[src/common/move_exec_cfg.svh]
// How it works
// - file-to-file move carries full 12-bit source and destination addresses.
// - file-to-file move takes two words, two cycles, three if second word late.
// - working register may be source or destination of file-to-file move.
// - bank select load keeps literal low nibble, upper nibble forced zero.
// - opcode 0000 1110 loads literal into working register, no flags change.
// - access bit one uses bank select, zero uses shared access bank.
// - extended set, access bit zero, address up to 95 is indexed offset.
`ifndef MOVE_EXEC_CFG_SVH
`define MOVE_EXEC_CFG_SVH

// opcode fields
`define OPC_LIT_WORK 8'h0e
`define OPC_LIT_BANK 8'h01
`define OPC_WORK_FILE 7'h37
`define OPC_FILE_FIRST 4'hc
`define OPC_FILE_SECOND 4'hf

// data space layout
`define WORK_REG_ADDR 12'hfe8
`define ACCESS_SPLIT 8'h60
`define INDEX_LIMIT 8'h5f
`define ACCESS_HIGH_BANK 4'hf

// reset values
`define WORK_RESET 8'h00
`define BANK_RESET 8'h00

`endif

[src/common/move_exec_pkg.sv]
package move_exec_pkg;

	// four clocks of one instruction cycle
	typedef enum logic [1:0] {
		PH_DECODE,
		PH_READ,
		PH_PROCESS,
		PH_WRITE
	} phase_t;

	typedef enum logic [2:0] {
		OP_NONE,
		OP_LIT_BANK,
		OP_LIT_WORK,
		OP_WORK_FILE,
		OP_FILE_FIRST,
		OP_FILE_SECOND
	} op_t;

endpackage : move_exec_pkg

[src/logic/data_move_instruction_exec.sv]
`timescale 1ns/10ps
`include "move_exec_cfg.svh"

module data_move_instruction_exec (
	input wire logic i_clk,
	input wire logic i_sys_rst,
	input wire logic i_instr_valid,
	input wire logic [15:0] i_instr,
	output logic o_instr_ready,
	input wire logic i_ext_set_en,
	input wire logic [11:0] i_index_base,
	output logic [11:0] o_mem_addr,
	output logic o_mem_rd,
	input wire logic [7:0] i_mem_rdata,
	output logic o_mem_wr,
	output logic [7:0] o_mem_wdata,
	output logic [7:0] o_work_reg,
	output logic [7:0] o_bank_select,
	output move_exec_pkg::phase_t o_phase
);
	import move_exec_pkg::*;

	phase_t phase;
	op_t op;
	logic [11:0] f_addr;
	logic [7:0] lit;
	logic [7:0] move_data;
	logic [7:0] work;
	logic [7:0] bank_select_register;
	logic second_pending;
	logic take;
	logic take_first;
	logic dest_is_work;

	// first-word decode, shared by the decoder and the checks
	function automatic op_t decode_op(input logic [15:0] w);
		if (w[15:8] == `OPC_LIT_WORK)
			return OP_LIT_WORK;
		else if (w[15:8] == `OPC_LIT_BANK)
			return OP_LIT_BANK;
		else if (w[15:9] == `OPC_WORK_FILE)
			return OP_WORK_FILE;
		else if (w[15:12] == `OPC_FILE_FIRST)
			return OP_FILE_FIRST;
		else
			return OP_NONE;
	endfunction : decode_op

	// byte address of an 8-bit file operand
	function automatic logic [11:0] file_addr(input logic acc, input logic [7:0] f,
		input logic [7:0] bsel, input logic ext, input logic [11:0] base);
		if (acc)
			return {bsel[3:0], f};
		else if (ext && f <= `INDEX_LIMIT)
			return 12'(base + {4'h0, f});
		else if (f < `ACCESS_SPLIT)
			return {4'h0, f};
		else
			return {`ACCESS_HIGH_BANK, f};
	endfunction : file_addr

	// fetch is offered only in the decode phase
	assign o_instr_ready = (phase == PH_DECODE);
	assign take = o_instr_ready && i_instr_valid;
	assign take_first = take && !second_pending;
	// the working register lives in the data space, so moves to it stay internal
	assign dest_is_work = (f_addr == `WORK_REG_ADDR);

	// phase sequencer; an idle decode still spends a full cycle as a nop
	always_ff @(posedge i_clk)
	begin
		if (i_sys_rst)
			phase <= PH_DECODE;
		else
		begin
			case (phase)
				PH_DECODE: phase <= PH_READ;
				PH_READ: phase <= PH_PROCESS;
				PH_PROCESS: phase <= PH_WRITE;
				PH_WRITE: phase <= PH_DECODE;
				default: phase <= PH_DECODE;
			endcase
		end
	end

	// decode; a late second word costs whole nop cycles, the third cycle case
	always_ff @(posedge i_clk)
	begin
		if (i_sys_rst)
		begin
			op <= OP_NONE;
			f_addr <= 12'h000;
			lit <= 8'h00;
			second_pending <= 1'b0;
		end
		else if (phase == PH_DECODE)
		begin
			if (!i_instr_valid)
				op <= OP_NONE;
			else if (second_pending)
			begin
				op <= OP_FILE_SECOND;
				f_addr <= i_instr[11:0];
				second_pending <= 1'b0;
			end
			else
			begin
				op <= decode_op(i_instr);
				lit <= i_instr[7:0];
				if (decode_op(i_instr) == OP_FILE_FIRST)
				begin
					f_addr <= i_instr[11:0];
					second_pending <= 1'b1;
				end
				else
					f_addr <= file_addr(i_instr[8], i_instr[7:0], bank_select_register,
						i_ext_set_en, i_index_base);
			end
		end
	end

	// operand read strobe in the read phase; source W needs no bus read
	assign o_mem_rd = (phase == PH_READ) && (op == OP_FILE_FIRST) && !dest_is_work;
	assign o_mem_addr = f_addr;

	// process phase latches the byte being moved, unchanged
	always_ff @(posedge i_clk)
	begin
		if (i_sys_rst)
			move_data <= 8'h00;
		else if (phase == PH_PROCESS)
		begin
			if (op == OP_FILE_FIRST)
				move_data <= dest_is_work ? work : i_mem_rdata;
			else if (op == OP_WORK_FILE)
				move_data <= work;
		end
	end

	// write phase to the data space
	assign o_mem_wr = (phase == PH_WRITE) && !dest_is_work &&
		(op == OP_WORK_FILE || op == OP_FILE_SECOND);
	assign o_mem_wdata = move_data;

	// working register; no status flags exist here since none are touched
	always_ff @(posedge i_clk)
	begin
		if (i_sys_rst)
			work <= `WORK_RESET;
		else if (phase == PH_WRITE)
		begin
			if (op == OP_LIT_WORK)
				work <= lit;
			else if (dest_is_work && (op == OP_FILE_SECOND || op == OP_WORK_FILE))
				work <= move_data;
		end
	end

	// bank select; upper nibble can never be set
	always_ff @(posedge i_clk)
	begin
		if (i_sys_rst)
			bank_select_register <= `BANK_RESET;
		else if (phase == PH_WRITE && op == OP_LIT_BANK)
			bank_select_register <= {4'h0, lit[3:0]};
	end

	assign o_work_reg = work;
	assign o_bank_select = bank_select_register;
	assign o_phase = phase;
endmodule : data_move_instruction_exec

[config.mk]
export PLATFORM = sky130hd
export DESIGN_NAME = data_move_instruction_exec
export DESIGN_NICKNAME = d
export VERILOG_FILES = /design/src/common/move_exec_pkg.sv /design/src/logic/data_move_instruction_exec.sv
export VERILOG_INCLUDE_DIRS = /design/src /design/src/common
export SDC_FILE = /design/constraint.sdc
export NUM_CORES = 1
export LEC_CHECK = 0
export ABC_AREA = 1
export BUFFER_PORTS_ARGS = -buffer_cell sky130_fd_sc_hd__buf_2
export CAP_MARGIN = 0
export CORE_AREA = 3 3 78 80
export CTS_BUF_LIST = sky130_fd_sc_hd__clkbuf_8 sky130_fd_sc_hd__clkbuf_16
export CTS_CLUSTER_SIZE = 8
export DETAILED_ROUTE_END_ITERATION = 8
export DIE_AREA = 0 0 81 83
export MAX_ROUTING_LAYER = met4
export PLACE_DENSITY = 0.79
export SYNTH_ARGS = -nofsm -noshare
export SYNTH_HDL_FRONTEND = slang
export SYNTH_SLANG_ARGS = --single-unit
[constraint.sdc]
create_clock -name i_clk -period 2.25 [get_ports i_clk]
set_clock_uncertainty 0.15 [all_clocks]
set_input_delay 0.45 -clock i_clk [delete_from_list [all_inputs] [get_ports i_clk]]
set_output_delay 0.45 -clock i_clk [all_outputs]
set_load 0.01 [all_outputs]
==> summary.txt <==
Outcome
  – Status: finished, final reports clean

Placement
  – PortBufs: 76
  – Final HPWL DP: 5.60 mm
  – Cell Area, Placed: 3290 um2
  – Final Wtd Congestion: 0.940

STA
  – Final hold vios: 0
  – Endpoints failing setup: 0
  – Post-layout min period: 2.14 ns
  – Highest Clock Rate: 466 MHz
  – Max-slew violations: 0
  – Final period utilization: 95.3%

Clock tree
  – Total CTS buffers: 5
  – Sinks on Clock Net: 46
  – CTS tree: built
  – H-tree Lvls: 2
  – CTS Root Cell: clkbuf_8
  – Max clock buf depth: 2
  – Clock latency on the worst-skew pair: 0.31 ns
  – CTS clk-pin slew, worst paths: 0.10 ns

Layout
  – Layout area overhead: 19.9%
  – Final Core Density: 62.3%
  – Layout cells sized above 1: 21.5%
  – Max FFs per register: 12
  – Fin nets: 573
  – Antenna diode count: 0
  – Final Cell Area: 3410 um2

Setup path
  – Max stage delay on crit path: 0.38 ns
  – R2r endpoint: lit[0]
  – Worst Path Buf+Inv: 4
  – Crit path max-delay cell type: dfxtp_1
  – Reg-to-Reg Start: o_phase[0]
  – Crit path top cell by count: inv_1
  – CP endpoint kind: primary output
  – Register-to-register setup slack: 0.35 ns
  – CP arrival: 1.54 ns
  – Crit-path max FO: 9
  – Worst Reg-to-Reg Cells: 7
  – Cells along the critical path: nand4_1 -> nor3_4 -> inv_1 -> nand2_2 -> inv_2 -> nand2_1 -> inv_1 -> buf_2
  – Worst endpoint required time: 1.65 ns
  – Worst path top cell family by delay: simple AND/OR/NAND/NOR gates
  – Startpoint types: register
  – Critical path type: reg -> out

Route
  – Drt drc: 0
  – Routed wire length per instance: 12.1 um
  – Wirelength, routed: 7.16 mm
  – Starting DRT DRC Count: 187
  – Post-DRT Antenna Nets: 0
  – Drt first pass iters: 4
  – Total number of vias: 3,002
  – Vias/cell: 5.06

Synthesis
  – EDFF count, synth: 0
  – Top post-synthesis cells by area: dfxtp_1 (32%), nand2_1 (16%), nor2_1 (8.6%), inv_1 (7.5%), a21oi_1 (5.3%)
  – Synth Warn #: 0
  – Netlist cell types: 36
  – Mapped Avg Cell Area: 6.40 um2
  – Ys async rst share: 0%
  – Post-Syn Area: 2840 um2
  – Ys flop type: dfxtp_1
  – Sequential cell area fraction in the yosys report: 32.4%
  – Synth Instances: 444
  – Yosys top cell area share: 32.4%
  – Area leader, netlist: dfxtp_1
  – Synthesis-stage register bit count: 46

GRT
  – First-pass GRT wire length: 11.9 mm
  – GRT Util Overall: 22.4%
  – Largest net degree at the start of global routing: 34
  – Vias in the first global route: 2,686
  – Initial antenna violation count: 0
  – Remaining global-route overflow: 0

Run
  – Max Cap Viol: 0

Die
  – Initial Util: 51.9%
  – Core Footprint: 5470 um2
  – # rows: 27
  – Die height: 83 um
  – Die Wd: 81 um
  – Die footprint: 6720 um2
  – # IOs: 81

Worst hold path
  – Worst Hold End: o_mem_wdata[5]
  – Hold path cells: 5
  – Hold path start: i_mem_rdata[5]
  – Worst hold path class: in -> reg

Power and ir drop
  – Share of total power in the clock network: 26.1%
  – Logic pwr share: 27.7%
  – Cell internal pwr: 1.32 mW
  – PD cells: 592 nW/um2
  – Net Sw Frac: 34.6%
  – Seq pwr share: 46.3%
  – Sw Pwr: 697 uW
  – Leak: 1.67 nW
  – Max VDD drop: 0.000358 V
==> cells in the final DEF (no fill, tap or decap), types with 3 or more instances in the layout <==
cell type	count
a211oi_1	11
inv_2	3
ha_1	12
clkbuf_8	5
buf_2	76
o21ai_0	14
nand2_2	4
nor2_1	65
o21ai_1	4
buf_4	6
a21oi_1	30
dfxtp_2	6
nand3_1	27
xnor2_1	3
dfxtp_1	40
o211ai_1	3
inv_1	57
conb_1	4
nand2_1	118
nand4_1	8
==> power by group through the flow <==
stage	combinational [mW]	clock [mW]	sequential [mW]
2_1_floorplan	0.356	0	0.957
3_3_place_gp	0.543	0	0.945
3_5_place_dp	0.550	0	0.947
4_1_cts	0.555	0.542	0.929
5_1_grt	0.635	0.572	0.940
6_report	0.558	0.526	0.933
==> cells by family (layout without fill, tap and decap cells) <==
kind of cell / Yosys count / count (layout) / share of synthesized area (%)
flops: 46 / 46 / 32.4
simple gates: 232 / 232 / 34.3
buf+inv: 77 / 151 / 11.3
xor+xnor: 5 / 5 / 1.54
compound gates: 70 / 70 / 14.4
other cells: 1 / 4 / 0.132
fa+ha+maj: 13 / 13 / 5.99
==> worst register-to-register path: stages (launching register included) <==
cell and delay, ns:
dfxtp_1 0.40, inv_1 0.08, ha_1 0.24, nand2_1 0.24, nor2_1 0.11, inv_1 0.31, nor2_1 0.11, a211oi_1 0.18
==> routing by layer <==
layer | track usage [%] | part of all wire [%] | vias up
li1 | - | - | 1560
met1 | 30.2 | 48 | 1352
met2 | 34.9 | 45 | 83
met3 | 4.45 | 5.8 | 7
met4 | 4.45 | 0.85 | 0
met5 | - | 0 | -
==> cell usage after synthesis, types with 2 or more instances <==
cell      number
nand2_1      119
nor2_1        65
inv_1         57
dfxtp_1       46
a21oi_1       30
nand3_1       27
o21ai_0       14
ha_1          12
a211oi_1      11
nand4_1        8
clkbuf_1       7
buf_4          5
buf_2          4
o21ai_1        4
inv_2          3
nand2_2        3
nor3_1         3
o211ai_1       3
xnor2_1        3
a21boi_0       2
o21bai_1       2
xor2_1         2
==> metrics by stage <==
stage / setup slack, ns / hold slack, ns / TNS [ns] / cells / power [mW]
finish: 0.106 / 0.263 / 0 / 593 / 2.02
global route: -0.000718 / 0.282 / -0.000718 / 593 / 2.15
global placement: 0.0388 / 0.311 / 0 / 584 / 1.49
CTS: 0.0454 / 0.259 / 0 / 592 / 2.03
detailed placement: -0.0382 / 0.306 / -0.0382 / 584 / 1.50
floorplan: 0.285 / 0.284 / 0 / 447 / 1.31
==> worst max-delay path by stage <==
| stage | startpoint | to | cells past startpoint |
|---|---|---|---|
| after global placement | i_instr[0] | o_mem_addr[8] | 13 |
| final | o_mem_addr[5] | o_mem_rd | 8 |
| after CTS | o_mem_addr[3] | o_mem_rd | 10 |
| after global routing | op[2] | o_mem_rd | 6 |
| after floorplan | i_instr[0] | o_mem_addr[8] | 12 |
| after detailed placement | i_instr[0] | o_mem_addr[8] | 13 |
==> timing repair <==
| action | 4_1_cts | 5_1_grt |
|---|---|---|
| hold buffers | 0 | 0 |
| resized for setup | 1 | 8 |
| endpoints found under the setup margin | 1 | 1 |
| setup buffers | 0 | 1 |
| pin swaps | 0 | 2 |
==> cell type report <==
class | count | area (um2)
inverter | 60 | 225
timing repair buffer | 83 | 445
clock inverter | 3 | 25.0
tap | 72 | 90.1
clock buffer | 5 | 68.8
multi-input combinational | 324 | 1630
fill | 522 | 2060
sequential | 46 | 928
(Power assumes the default switching activity.)
